`src/verilog/fine_delay_cfg.svh`:
```
// Register map, field layout, widths and reset values of the fine delay block
`ifndef FINE_DELAY_CFG_SVH
`define FINE_DELAY_CFG_SVH

// Default widths
`define FD_ADR_W        8
`define FD_PERIOD_W     8
`define FD_OCC_W        6
`define FD_ACC_W        23
`define FD_DATA_W       32
`define FD_SEL_W        4

// Byte offsets of the registers
`define FD_OFS_TX_STATUS 8'h4C
`define FD_OFS_TX_FINE   8'h50
`define FD_OFS_RX_FINE   8'h54
`define FD_OFS_IRQ_STAT  8'h60
`define FD_OFS_IRQ_MASK  8'h64

// Fine delay register layout
`define FD_PERIOD_LSB   0
`define FD_DELAY_LSB    8
`define FD_FRESH_BIT    31

// Interrupt status and mask layout
`define FD_IRQ_W        2
`define FD_IRQ_TX_BIT   0
`define FD_IRQ_RX_BIT   1

// Reset values
`define FD_RST_PERIOD   8'h00
`define FD_RST_IRQ      2'h0
`define FD_RST_WORD     32'h0000_0000

`endif

```
`src/verilog/fine_delay_pkg.sv`:
```
// Types shared by the fine delay measurement modules
package fine_delay_pkg;

	// Accumulator states, one-hot
	typedef enum logic [1:0] {
		MS_IDLE  = 2'b01,
		MS_ACCUM = 2'b10
	} meas_state_t;

	// Decoded register selection
	typedef enum logic [2:0] {
		SEL_NONE,
		SEL_TX_STATUS,
		SEL_TX_FINE,
		SEL_RX_FINE,
		SEL_IRQ_STAT,
		SEL_IRQ_MASK
	} reg_sel_t;

endpackage
```
`src/verilog/fine_delay_channel.sv`:
```
// One direction of the fine delay measurement: occupancy accumulator
`timescale 1ns/1ps
`default_nettype none
`include "fine_delay_cfg.svh"

module fine_delay_channel #(
	parameter int PERIOD_W = `FD_PERIOD_W,
	parameter int OCC_W    = `FD_OCC_W,
	parameter int ACC_W    = `FD_ACC_W
) (
	input  wire logic                core_clk,
	input  wire logic                rst,
	input  wire logic                meas_clr,
	input  wire logic                sample_en,
	input  wire logic [PERIOD_W-1:0] period_n,
	input  wire logic [OCC_W-1:0]    occupancy,
	output var  logic [ACC_W-1:0]    sum_o,
	output var  logic                load_o
);
	import fine_delay_pkg::*;

	// The sum of N samples must never wrap
	if (PERIOD_W + OCC_W > ACC_W) begin : g_bad_width
		$error("accumulator too narrow for period and occupancy");
	end

	typedef struct packed {
		meas_state_t         state;
		logic [PERIOD_W-1:0] cnt;
		logic [ACC_W-1:0]    acc;
		logic [ACC_W-1:0]    sum;
		logic                load;
	} chan_t;

	chan_t s_q;
	chan_t s_d;

	// Next state: sample on each sampling edge, unload after N samples
	always_comb begin
		logic [ACC_W-1:0] acc_next;
		acc_next = s_q.acc + ACC_W'(occupancy);
		s_d = s_q;
		s_d.load = 1'b0;
		case (s_q.state)
			MS_IDLE: begin
				s_d.cnt = '0;
				s_d.acc = '0;
				if (!meas_clr && period_n != '0) begin
					s_d.state = MS_ACCUM;
				end
			end
			MS_ACCUM: begin
				if (meas_clr || period_n == '0) begin
					s_d.state = MS_IDLE;
				end else if (sample_en) begin
					if (s_q.cnt >= period_n - 1'b1) begin
						s_d.sum  = acc_next;
						s_d.load = 1'b1;
						s_d.cnt  = '0;
						s_d.acc  = '0;
					end else begin
						s_d.cnt = s_q.cnt + 1'b1;
						s_d.acc = acc_next;
					end
				end
			end
			default: begin
				s_d.state = MS_IDLE;
			end
		endcase
		if (meas_clr) begin
			s_d.sum = '0;
		end
	end

	// State register
	always_ff @(posedge core_clk) begin
		if (rst) begin
			s_q.state <= MS_IDLE;
			s_q.cnt   <= '0;
			s_q.acc   <= '0;
			s_q.sum   <= '0;
			s_q.load  <= 1'b0;
		end else begin
			s_q <= s_d;
		end
	end

	assign sum_o  = s_q.sum;
	assign load_o = s_q.load;

	// While accumulating, the accumulator only moves on a sampling edge
	a_sample_gate: assert property (
		@(posedge core_clk) disable iff (rst)
		(s_q.state == MS_ACCUM && !sample_en && !meas_clr
		 && period_n != '0) |=> $stable(s_q.acc) && $stable(s_q.cnt))
		else $error("accumulator moved without a sampling edge");

	// Measurement reset empties the channel
	a_meas_reset: assert property (
		@(posedge core_clk) disable iff (rst)
		meas_clr |=> s_q.state == MS_IDLE && sum_o == '0 && !load_o)
		else $error("measurement reset did not clear the channel");

	// The Nth sample loads the full sum
	a_window_load: assert property (
		@(posedge core_clk) disable iff (rst)
		(s_q.state == MS_ACCUM && sample_en && !meas_clr
		 && period_n != '0 && s_q.cnt == period_n - 1'b1)
		|=> load_o && sum_o == $past(s_q.acc) + ACC_W'($past(occupancy))
		 ##1 !load_o)
		else $error("sum not loaded after N samples");

endmodule
`default_nettype wire

```
`src/verilog/fine_delay_measure.sv`:
```
// Fine buffer delay measurement with Wishbone registers and interrupt
// How it works
// - Each direction keeps a software-written period count N of samples.
// - Summing N occupancy samples gives the delay resolved to N/lcm(N,M).
// - A status register shows the present Tx buffer word count.
// - With N nonzero the fine delay field always shows the latest sum.
// - A fresh flag is set by each new sum and cleared by reading it.
// - Rx works like Tx, with its own register at offset 0x54.
// - Measurement is timed by the separate sampling clock for both ways.
// - An active-low measurement reset clears the measurement logic.
`timescale 1ns/1ps
`default_nettype none
`include "fine_delay_cfg.svh"

module fine_delay_measure #(
	parameter int PERIOD_W = `FD_PERIOD_W,
	parameter int OCC_W    = `FD_OCC_W,
	parameter int ACC_W    = `FD_ACC_W
) (
	input  wire logic                  core_clk,
	input  wire logic                  rst,
	input  wire logic                  wb_cyc_i,
	input  wire logic                  wb_stb_i,
	input  wire logic                  wb_we_i,
	input  wire logic [`FD_ADR_W-1:0]  wb_adr_i,
	input  wire logic [`FD_SEL_W-1:0]  wb_sel_i,
	input  wire logic [`FD_DATA_W-1:0] wb_dat_i,
	output var  logic [`FD_DATA_W-1:0] wb_dat_o,
	output var  logic                  wb_ack_o,
	input  wire logic                  meas_sample_clock,
	input  wire logic                  meas_reset_n,
	input  wire logic [OCC_W-1:0]      tx_buf_level,
	input  wire logic [OCC_W-1:0]      rx_buf_level,
	output var  logic                  irq
);
	import fine_delay_pkg::*;

	// Field layout must fit a data word and one byte lane for N
	if (PERIOD_W > `FD_DELAY_LSB || PERIOD_W < 1) begin : g_bad_period
		$error("period width must fit the low byte lane");
	end
	if (`FD_DELAY_LSB + ACC_W > `FD_FRESH_BIT) begin : g_bad_acc
		$error("delay field overlaps the fresh flag");
	end
	if (OCC_W > `FD_DATA_W) begin : g_bad_occ
		$error("occupancy wider than a data word");
	end

	typedef struct packed {
		logic                  sample_prev;
		logic [PERIOD_W-1:0]   tx_period;
		logic [PERIOD_W-1:0]   rx_period;
		logic                  tx_fine_delay_fresh;
		logic                  rx_fine_delay_fresh;
		logic [OCC_W-1:0]      tx_level;
		logic [`FD_IRQ_W-1:0]  irq_stat;
		logic [`FD_IRQ_W-1:0]  irq_mask;
		logic                  ack;
		logic [`FD_DATA_W-1:0] rdat;
		logic                  irq;
	} top_t;

	top_t s_q;
	top_t s_d;

	logic                  sample_en;
	logic                  meas_clr;
	logic                  bus_req;
	logic                  bus_rd;
	logic                  bus_wr;
	reg_sel_t              bus_sel;
	logic [ACC_W-1:0]      tx_fine_delay;
	logic [ACC_W-1:0]      rx_fine_delay;
	logic                  tx_load;
	logic                  rx_load;
	logic [PERIOD_W-1:0]   wdat_period;
	logic [`FD_IRQ_W-1:0]  wdat_irq;
	logic [`FD_IRQ_W-1:0]  irq_events;

	// Map a byte address onto a register, word aligned
	function automatic reg_sel_t decode(input logic [`FD_ADR_W-1:0] adr);
		logic [`FD_ADR_W-1:0] word;
		word = {adr[`FD_ADR_W-1:2], 2'b00};
		case (word)
			`FD_OFS_TX_STATUS: decode = SEL_TX_STATUS;
			`FD_OFS_TX_FINE:   decode = SEL_TX_FINE;
			`FD_OFS_RX_FINE:   decode = SEL_RX_FINE;
			`FD_OFS_IRQ_STAT:  decode = SEL_IRQ_STAT;
			`FD_OFS_IRQ_MASK:  decode = SEL_IRQ_MASK;
			default:           decode = SEL_NONE;
		endcase
	endfunction

	// Assemble a fine delay register word
	function automatic logic [`FD_DATA_W-1:0] pack_fine(
		input logic [PERIOD_W-1:0] period,
		input logic [ACC_W-1:0]    delay,
		input logic                fresh
	);
		logic [`FD_DATA_W-1:0] w;
		w = `FD_RST_WORD;
		w[`FD_PERIOD_LSB +: PERIOD_W] = period;
		w[`FD_DELAY_LSB +: ACC_W]     = delay;
		w[`FD_FRESH_BIT]              = fresh;
		pack_fine = w;
	endfunction

	// Sampling clock is a synchronous input; its rising edge is the strobe
	assign sample_en = meas_sample_clock & ~s_q.sample_prev;
	assign meas_clr  = ~meas_reset_n;

	// Classic Wishbone: one request per ack, ack drops the cycle after
	assign bus_req     = wb_cyc_i & wb_stb_i & ~s_q.ack;
	assign bus_rd      = bus_req & ~wb_we_i;
	assign bus_wr      = bus_req & wb_we_i;
	assign bus_sel     = decode(wb_adr_i);
	assign wdat_period = wb_dat_i[`FD_PERIOD_LSB +: PERIOD_W];
	assign wdat_irq    = wb_dat_i[`FD_IRQ_W-1:0];

	// Both directions run the same accumulator
	fine_delay_channel #(
		.PERIOD_W (PERIOD_W),
		.OCC_W    (OCC_W),
		.ACC_W    (ACC_W)
	) u_tx_chan (
		.core_clk  (core_clk),
		.rst       (rst),
		.meas_clr  (meas_clr),
		.sample_en (sample_en),
		.period_n  (s_q.tx_period),
		.occupancy (tx_buf_level),
		.sum_o     (tx_fine_delay),
		.load_o    (tx_load)
	);

	fine_delay_channel #(
		.PERIOD_W (PERIOD_W),
		.OCC_W    (OCC_W),
		.ACC_W    (ACC_W)
	) u_rx_chan (
		.core_clk  (core_clk),
		.rst       (rst),
		.meas_clr  (meas_clr),
		.sample_en (sample_en),
		.period_n  (s_q.rx_period),
		.occupancy (rx_buf_level),
		.sum_o     (rx_fine_delay),
		.load_o    (rx_load)
	);

	// Interrupt events are the loads of a new sum
	always_comb begin
		irq_events = '0;
		irq_events[`FD_IRQ_TX_BIT] = tx_load;
		irq_events[`FD_IRQ_RX_BIT] = rx_load;
	end

	// Next state of registers, bus answer and interrupt
	always_comb begin
		s_d = s_q;
		s_d.sample_prev = meas_sample_clock;
		s_d.tx_level    = tx_buf_level;
		s_d.ack         = bus_req;
		s_d.rdat        = `FD_RST_WORD;

		// Read data, unmapped addresses read as zero
		if (bus_rd) begin
			case (bus_sel)
				SEL_TX_STATUS: begin
					s_d.rdat[OCC_W-1:0] = s_q.tx_level;
				end
				SEL_TX_FINE: begin
					s_d.rdat = pack_fine(s_q.tx_period, tx_fine_delay,
						s_q.tx_fine_delay_fresh);
				end
				SEL_RX_FINE: begin
					s_d.rdat = pack_fine(s_q.rx_period, rx_fine_delay,
						s_q.rx_fine_delay_fresh);
				end
				SEL_IRQ_STAT: begin
					s_d.rdat[`FD_IRQ_W-1:0] = s_q.irq_stat;
				end
				SEL_IRQ_MASK: begin
					s_d.rdat[`FD_IRQ_W-1:0] = s_q.irq_mask;
				end
				default: begin
					s_d.rdat = `FD_RST_WORD;
				end
			endcase
		end

		// Writes through the low byte lane; unmapped writes are dropped
		if (bus_wr && wb_sel_i[0]) begin
			case (bus_sel)
				SEL_TX_FINE: begin
					s_d.tx_period = wdat_period;
				end
				SEL_RX_FINE: begin
					s_d.rx_period = wdat_period;
				end
				SEL_IRQ_STAT: begin
					s_d.irq_stat = s_q.irq_stat & ~wdat_irq;
				end
				SEL_IRQ_MASK: begin
					s_d.irq_mask = wdat_irq;
				end
				default: begin
					s_d.irq_mask = s_q.irq_mask;
				end
			endcase
		end

		// Fresh flags: a read clears, a new sum in the same cycle wins
		if (bus_rd && bus_sel == SEL_TX_FINE) begin
			s_d.tx_fine_delay_fresh = 1'b0;
		end
		if (bus_rd && bus_sel == SEL_RX_FINE) begin
			s_d.rx_fine_delay_fresh = 1'b0;
		end
		if (tx_load) begin
			s_d.tx_fine_delay_fresh = 1'b1;
		end
		if (rx_load) begin
			s_d.rx_fine_delay_fresh = 1'b1;
		end
		if (meas_clr) begin
			s_d.tx_fine_delay_fresh = 1'b0;
			s_d.rx_fine_delay_fresh = 1'b0;
		end

		// Sticky status, set wins over a write-one clear
		s_d.irq_stat = s_d.irq_stat | irq_events;
		s_d.irq      = |(s_d.irq_stat & s_d.irq_mask);
	end

	// State register
	always_ff @(posedge core_clk) begin
		if (rst) begin
			s_q.sample_prev         <= 1'b0;
			s_q.tx_period           <= PERIOD_W'(`FD_RST_PERIOD);
			s_q.rx_period           <= PERIOD_W'(`FD_RST_PERIOD);
			s_q.tx_fine_delay_fresh <= 1'b0;
			s_q.rx_fine_delay_fresh <= 1'b0;
			s_q.tx_level            <= '0;
			s_q.irq_stat            <= `FD_RST_IRQ;
			s_q.irq_mask            <= `FD_RST_IRQ;
			s_q.ack                 <= 1'b0;
			s_q.rdat                <= `FD_RST_WORD;
			s_q.irq                 <= 1'b0;
		end else begin
			s_q <= s_d;
		end
	end

	// Outputs straight from flops
	assign wb_dat_o = s_q.rdat;
	assign wb_ack_o = s_q.ack;
	assign irq      = s_q.irq;

	// A period write lands in the register one cycle later
	a_period_write: assert property (
		@(posedge core_clk) disable iff (rst)
		(bus_wr && wb_sel_i[0] && bus_sel == SEL_TX_FINE)
		|=> s_q.tx_period == $past(wdat_period))
		else $error("period count not stored");

	// Status read data follows the Tx buffer level with two cycles of delay
	a_tx_level: assert property (
		@(posedge core_clk) disable iff (rst)
		bus_rd && bus_sel == SEL_TX_STATUS
		|=> wb_ack_o && wb_dat_o[OCC_W-1:0] == $past(tx_buf_level, 2))
		else $error("Tx level status wrong");

	// A read of Tx fine delay returns the present sum
	a_tx_delay_read: assert property (
		@(posedge core_clk) disable iff (rst)
		bus_rd && bus_sel == SEL_TX_FINE
		|=> wb_dat_o[`FD_DELAY_LSB +: ACC_W] == $past(tx_fine_delay)
		 && wb_dat_o[`FD_FRESH_BIT] == $past(s_q.tx_fine_delay_fresh))
		else $error("Tx fine delay read wrong");

	// A new sum raises the fresh flag
	a_fresh_set: assert property (
		@(posedge core_clk) disable iff (rst)
		tx_load && !meas_clr |=> s_q.tx_fine_delay_fresh)
		else $error("fresh flag not set by a new sum");

	// A read with no new sum clears the fresh flag
	a_fresh_clear: assert property (
		@(posedge core_clk) disable iff (rst)
		bus_rd && bus_sel == SEL_RX_FINE && !rx_load
		|=> !s_q.rx_fine_delay_fresh)
		else $error("fresh flag not cleared by read");

	// Rx register answers at its own offset with its own fields
	a_rx_offset: assert property (
		@(posedge core_clk) disable iff (rst)
		bus_rd && {wb_adr_i[`FD_ADR_W-1:2], 2'b00} == `FD_OFS_RX_FINE
		|=> wb_ack_o
		 && wb_dat_o[`FD_PERIOD_LSB +: PERIOD_W] == $past(s_q.rx_period)
		 && wb_dat_o[`FD_DELAY_LSB +: ACC_W] == $past(rx_fine_delay))
		else $error("Rx fine delay register wrong");

	// A new Rx sum raises its own fresh flag
	a_rx_fresh_set: assert property (
		@(posedge core_clk) disable iff (rst)
		rx_load && !meas_clr |=> s_q.rx_fine_delay_fresh)
		else $error("Rx fresh flag not set by a new sum");

	// Measurement reset drops both fresh flags, whatever loads
	a_clr_fresh: assert property (
		@(posedge core_clk) disable iff (rst)
		meas_clr |=> !s_q.tx_fine_delay_fresh && !s_q.rx_fine_delay_fresh)
		else $error("fresh flags survived a measurement reset");

	// Only the level field may be nonzero in a status read
	a_status_upper: assert property (
		@(posedge core_clk) disable iff (rst)
		bus_rd && bus_sel == SEL_TX_STATUS
		|=> (wb_dat_o >> OCC_W) == '0)
		else $error("Tx level status has stray bits");

	// The Rx period only changes by a write to its register
	a_rx_period_keep: assert property (
		@(posedge core_clk) disable iff (rst)
		!(bus_wr && wb_sel_i[0] && bus_sel == SEL_RX_FINE)
		|=> $stable(s_q.rx_period))
		else $error("Rx period changed without a write");

	// An enabled new sum raises the interrupt line
	a_irq_on_load: assert property (
		@(posedge core_clk) disable iff (rst)
		(tx_load && s_d.irq_mask[`FD_IRQ_TX_BIT])
		 || (rx_load && s_d.irq_mask[`FD_IRQ_RX_BIT])
		|=> irq)
		else $error("interrupt not raised by an enabled new sum");

	// A Tx read with no new sum clears the Tx fresh flag
	a_tx_fresh_clear: assert property (
		@(posedge core_clk) disable iff (rst)
		bus_rd && bus_sel == SEL_TX_FINE && !tx_load
		|=> !s_q.tx_fine_delay_fresh)
		else $error("Tx fresh flag not cleared by read");

endmodule
`default_nettype wire

```
`config.mk`:
```
export PLATFORM = sky130hd
export DESIGN_NAME = fine_delay_measure
export DESIGN_NICKNAME = d
export VERILOG_FILES = /design/src/verilog/fine_delay_pkg.sv /design/src/verilog/fine_delay_channel.sv /design/src/verilog/fine_delay_measure.sv
export VERILOG_INCLUDE_DIRS = /design/src /design/src/verilog
export SDC_FILE = /design/constraint.sdc
export NUM_CORES = 1
export LEC_CHECK = 0
export BUFFER_PORTS_ARGS = -buffer_cell sky130_fd_sc_hd__buf_2
export CORE_MARGIN = 2
export CORE_UTILIZATION = 45
export DETAILED_ROUTE_END_ITERATION = 8
export PLACE_DENSITY = 0.75
export RECOVER_POWER = 50
export SLEW_MARGIN = 20
export SYNTH_ARGS = -nofsm -noshare
export SYNTH_HDL_FRONTEND = slang
export SYNTH_SLANG_ARGS = --single-unit
```
`constraint.sdc`:
```
create_clock -name core_clk -period 6.02 [get_ports core_clk]
set_input_delay 0 -clock core_clk [delete_from_list [all_inputs] [get_ports core_clk]]
set_output_delay 0 -clock core_clk [all_outputs]
set_load 0.02 [all_outputs]
```
Word-level counts from Yosys, hierarchy flattened
Index checks and enable logic that the tools add are counted.
Widths: inputs -> output; s select.
- add/sub/neg operators: 6
- magnitude comparators: 2
- equality and inequality tests: 22
- muxes and demuxes: 27
- bitwise logic cells: 19
- reductions and logical operators: 28
- operator list (operator ; number):
    $mux 55 ; 4
    $pmux 31 s2 ; 2
    $mux 31 ; 2
    $pmux 26 s2 ; 1
    $mux 24 ; 2
    $add 23x6->23 ; 2
    $eq 6x5->1 const B ; 5
    $add 8x1->8 const B ; 2
    $ge 8x8->1 ; 2
    $logic_not 8->1 ; 2
    $reduce_bool 8->1 ; 2
    $sub 8x1->8 const B ; 2
    $pmux 3 s5 ; 1
    $mux 2 ; 6
    $pmux 4 s3 ; 1
    $not 1->1 ; 10
    $pmux 2 s5 ; 1
    $ne 2x1->1 const B ; 4
    $ne 2x2->1 const B ; 4
    $pmux 2 s2 ; 2
    $reduce_and 2->1 ; 4
    $reduce_and 4->1 ; 2
    $reduce_bool 2->1 ; 4
    $reduce_or 4->1 ; 2
    other kinds (15) ; 35
- register bits after elaboration: 177
- bits of input ports: 63
- output and inout port bits: 34
- logic and storage cells: 125

Depth between registers and ports, before layout
- word-level depth: 8
- gate-level depth with buffers: 14

Modules after synthesis
A second synthesis with hierarchy kept.
- cell total of the unflattened synthesis: 1040
- area, all modules: 9422.8 um^2
- modules (own cells, without submodules) (module ; instances ; cells an instance ; area an instance (um^2)):
    fine_delay_channel at u_tx_chan ; 1 ; 374 ; 3457.1
    fine_delay_channel at u_rx_chan ; 1 ; 377 ; 3334.4
    fine_delay_measure ; 1 ; 289 ; 2631.3

Worst setup path after synthesis
Ideal clock, no wire load.
- path type: reg2reg
- start point: reg s_q[56] in the netlist's numbering
- end point: reg u_tx_chan.s_q[50] in the netlist's numbering
- arrival: 3.223 ns
- slack: 2.728 ns
- cell stages (with the launch flop): 12
- buffers on the path: 1
- period minus slack after synthesis: 3.292 ns
- path through: dfxtp_1 or4_4 nor4_1 xnor2_1 ha_1 and2_1 a221oi_1 o21ai_1 or3_1 buf_2 or4_1 o21ai_1
- longest elaborated chain between the ends: 6
- elaborated cells on any way between the ends: 10
- RTL lines (element ; RTL line ; source):
    start: declaration ; fine_delay_measure.sv:63 ; top_t s_q;
    $sub 8x1->8 ; fine_delay_channel.sv:56 ; if (s_q.cnt >= period_n - 1'b1) begin
    $ge 8x8->1 ; fine_delay_channel.sv:56 ;
    $mux 31 ; fine_delay_channel.sv:56 ;
    $mux 55 ; fine_delay_channel.sv:55 ; end else if (sample_en) begin
    $mux 55 ; fine_delay_channel.sv:53 ; if (meas_clr || period_n == '0) begin
    $pmux 31 s2 ; fine_delay_channel.sv:44 ; case (s_q.state)
    end: declaration ; fine_delay_channel.sv:35 ; chan_t s_q;
Several ways; a longest one is shown, not always the timed one. The select of a mux whose other input is x is not followed.
A chain may end at the register's enable or synchronous reset.

Final worst setup path
- start point: reg s_q[56] in the netlist's numbering
- end point: reg u_tx_chan.s_q[52] in the netlist's numbering
The elaborated chain is that of the path after synthesis.

==> run metrics <==
Hold Path Class in -> reg; worst r2r src s_q[56]$_SDFFE_PP0P_; Synth-to-Final Area Change 11.3%; Internal Power ~1.8 mW; first-pass GRT wire length 32.3 mm; # diodes 0; CP startpoint s_q[56]$_SDFFE_PP0P_; skew final 0.0111 ns; Critical path buffers and inverters 0; IO Port Bufs 67; met3 usage 3.72%; CTS H-Tree Depth 4; CP max stage delay 0.74 ns; Reg power frac 51.3%; Detail Route Antenna Nets 0; CORE AREA around 19000 sq um; Synth Area in XOR/XNOR 5.25%; final setup vio count 0; top-count cell post-synth dfxtp_1; Avg Synthesized Cell Area around 9 sq um; area leader, netlist dfxtp_1; top cells by area, synth dfxtp_1, mux2i_1, nor2_1, ha_1, a21oi_1; Worst path slowest cell nor2_1; worst-skew pair later-pin latency 0.43 ns; Vias 7116; relative slew slack a little over a fifth; crit path cell chain or4_1 > nor4_1 > xnor2_1 > ha_1 > and2_1 > a221oi_1 > o21ai_1 > nor2_1 > o21ai_0 > a311oi_1; Worst VDD drop between 0.00015 and 0.0002 V; mux share of post-synthesis cell area 7.50%; Synth Flop Type dfxtp_1; final setup margin 2.10 ns; router iterations before antenna repair 5; Die ar. 20400 sq um; WL final around 20 mm; Sw Ratio 22.2%; family with the most delay on the worst path simple AND/OR/NAND/NOR gates; Final GP Congestion 0.896; crit path DAT 4.25 ns; half-perimeter wire length after placement ~14 mm; Slew Limit Fails 0; antenna violations before repair 0; share of cells above drive strength 1 under 10%; Mapped Nets 1087; Routed WL per cell approximately 15 um; Iter 0 DRT Violations 524; Clock Sinks 177; Adder-Cell Fraction of Synth Area 5.36%; Crit. End Element register; Synth Register Bits 177; CTS Buf Count 17; largest net degree at the start of global routing 56; height of the die 143 um; Critical Path RT approximately 6.3 ns; largest family of logic cells by synthesized area simple AND/OR/NAND/NOR gates; Leakage 3.56 nW; critical path peak fanout 12; Die X 143 um; Syn Std Cell Area 8680 sq um; async set-reset flop share out of synthesis 0%; CTS Buffer Depth 2; DRC 0; maximum operating frequency 255 MHz; synth warn 0; root buf cell clkbuf_16; Post-Synth Simple-Gate Area 17.4%; Ports 97; clock share of power 45.3%; area share of the leading cell type in the synthesized netlist 40.8%; switching pwr 508 uW; Hold WS 0.0111 ns; logic gate share of total power 3.4%; CTS tree done; Initial Utilization approximately 46%; Compound-Gate Fraction of Synth Area 16.9%; vias in the first global route ~6500; Syn Inst Count slightly below 1000; sequential share of the synthesized area between 40% and 50%; GR Layer Usage met1 roughly 27%; Netlist cell types 61; worst hold path startpoint wb_cyc_i; Hold Vio Cnt, Final 0; status finished, final reports clean; Max Cap Viol 0; met2 Use GR 30.6%; part of the cycle the worst path needs 65.2%; Layout Utilization approximately half; Core Rows 50; Synth top cells by count dfxtp_1, nor2_1, mux2i_1, a21oi_1, nand2_1; setup TNS 0 ns; Crit Path Category reg -> reg; Total Routing Usage GR between 10% and 20%; GR Overflow Total 0; Final min period 3.92 ns; Clk pin slew, worst setup/hold paths 0.06 ns; worst slew pin tran 1.18 ns; gr busiest metal met2; CP startpoint kind register; number of vias per cell 5.52; Setup WS pre-CTS 2.21 ns; Post-synth EDFFs 0; RSZ-0062 raised after global routing false; PD cells 237 nW/um^2; nets 1117
[flip-flops by register name (all words and copies together), names as in the netlist]
name and count:
u_tx_chan.s_q 33, u_tx_chan.sum_o 23, u_rx_chan.load_o 1, s_q 29
u_rx_chan.s_q 33, wb_ack_o 1, wb_dat_o 32, irq 1
u_rx_chan.sum_o 23, u_tx_chan.load_o 1
[metal layers]
layer | vias to the layer above | share of wire (%) | wire (um)
met5 | - | 0 | 0
met4 | 0 | 2.8 | 553
met3 | 30 | 4.0 | 798
met2 | 158 | 46 | 9070
met1 | 3367 | 47 | 9410
li1 | 3561 | - | -
[cell families after synthesis]
| family | Yosys count |
|---|---|
| buf+inv | 117 |
| compound gates | 225 |
| mux | 65 |
| fa+ha+maj | 36 |
| xor+xnor | 52 |
| simple gates | 316 |
| flops | 177 |
[cell usage in the layout (no fill, tap or decap), drive strengths merged, types with 5 or more instances in the layout]
| cell type | Yosys | routed |
|---|---|---|
| nand2 | 52 | 52 |
| a41oi | 5 | 5 |
| nor2b | 13 | 13 |
| buf | 46 | 40 |
| ha | 34 | 34 |
| nand2b | 10 | 10 |
| and3 | 10 | 10 |
| inv | 31 | 32 |
| clkbuf | 40 | 54 |
| o311a | 5 | 5 |
| a21oi | 63 | 63 |
| a22oi | 13 | 13 |
| nor2 | 131 | 131 |
| or4 | 6 | 6 |
| xor2 | 17 | 17 |
| a31oi | 24 | 24 |
| clkinv | 0 | 6 |
| dlygate4sd3 | 0 | 21 |
| o31a | 5 | 5 |
| o21ai | 41 | 41 |
| nor3 | 29 | 29 |
| xnor2 | 35 | 35 |
| nand4 | 12 | 12 |
| or3 | 7 | 7 |
| a21o | 5 | 5 |
| mux2i | 65 | 65 |
| nand3 | 24 | 24 |
| dfxtp | 177 | 177 |
| a211oi | 14 | 14 |
| a311oi | 20 | 20 |
| o21a | 11 | 11 |
| clkinvlp | 0 | 5 |
[metrics by stage]
step | total power [mW] | cell area (sq um) | cells
after global placement | 1.27 | 8950 | 1238
final | 2.29 | 9660 | 1290
after CTS | 2.31 | 9710 | 1290
after floorplan | 1.24 | 8680 | 988
after global routing | 2.37 | 9660 | 1290
after detailed placement | 1.27 | 8950 | 1238
[final cells by class]
type,count,area (sq um)
clock buffers,18,439
clock inverters,13,114
fillers,1763,9170
inverters,31,116
multi-input cells,694,4560
flip-flops and latches,177,3540
well taps,260,325
repair buffers,97,566
[what timing repair did]
item | in CTS | in global routing
buffers inserted | 0 | 0
resized for setup | 0 | 0
hold buffers | 21 | 0
hold endpoints to repair | 37 | 0
endpoints found under the setup margin | 0 | 0
[final timing paths]
path	end	slack, ns	cells past startpoint
setup / recovery	u_tx_chan.s_q[52]$_SDFFE_PP0P_	2.10	10
setup reg to reg	u_tx_chan.s_q[52]$_SDFFE_PP0P_	2.10	10
hold reg to reg	u_tx_chan.sum_o[6]$_SDFFE_PP0P_	0.46	2
hold / removal	wb_ack_o$_SDFF_PP0_	0.01	4
[worst register-to-register path, cell delays in order (launching register included)]
cell and delay, ns:
dfxtp_1 0.40, or4_1 0.64, nor4_1 0.28, xnor2_1 0.16
ha_1 0.25, and2_1 0.16, a221oi_1 0.31, o21ai_1 0.29
nor2_1 0.74, o21ai_0 0.24, a311oi_1 0.35
[power by group through the flow]
stage	logic (mW)	clock network, mW	registers, mW
after floorplan	0.0402	0	1.20
after global placement	0.0670	0	1.20
after detailed placement	0.0677	0	1.20
after CTS	0.0780	1.06	1.17
final	0.0789	1.04	1.17
after global routing	0.0848	1.11	1.17
Power figures use the tool's default switching activity.
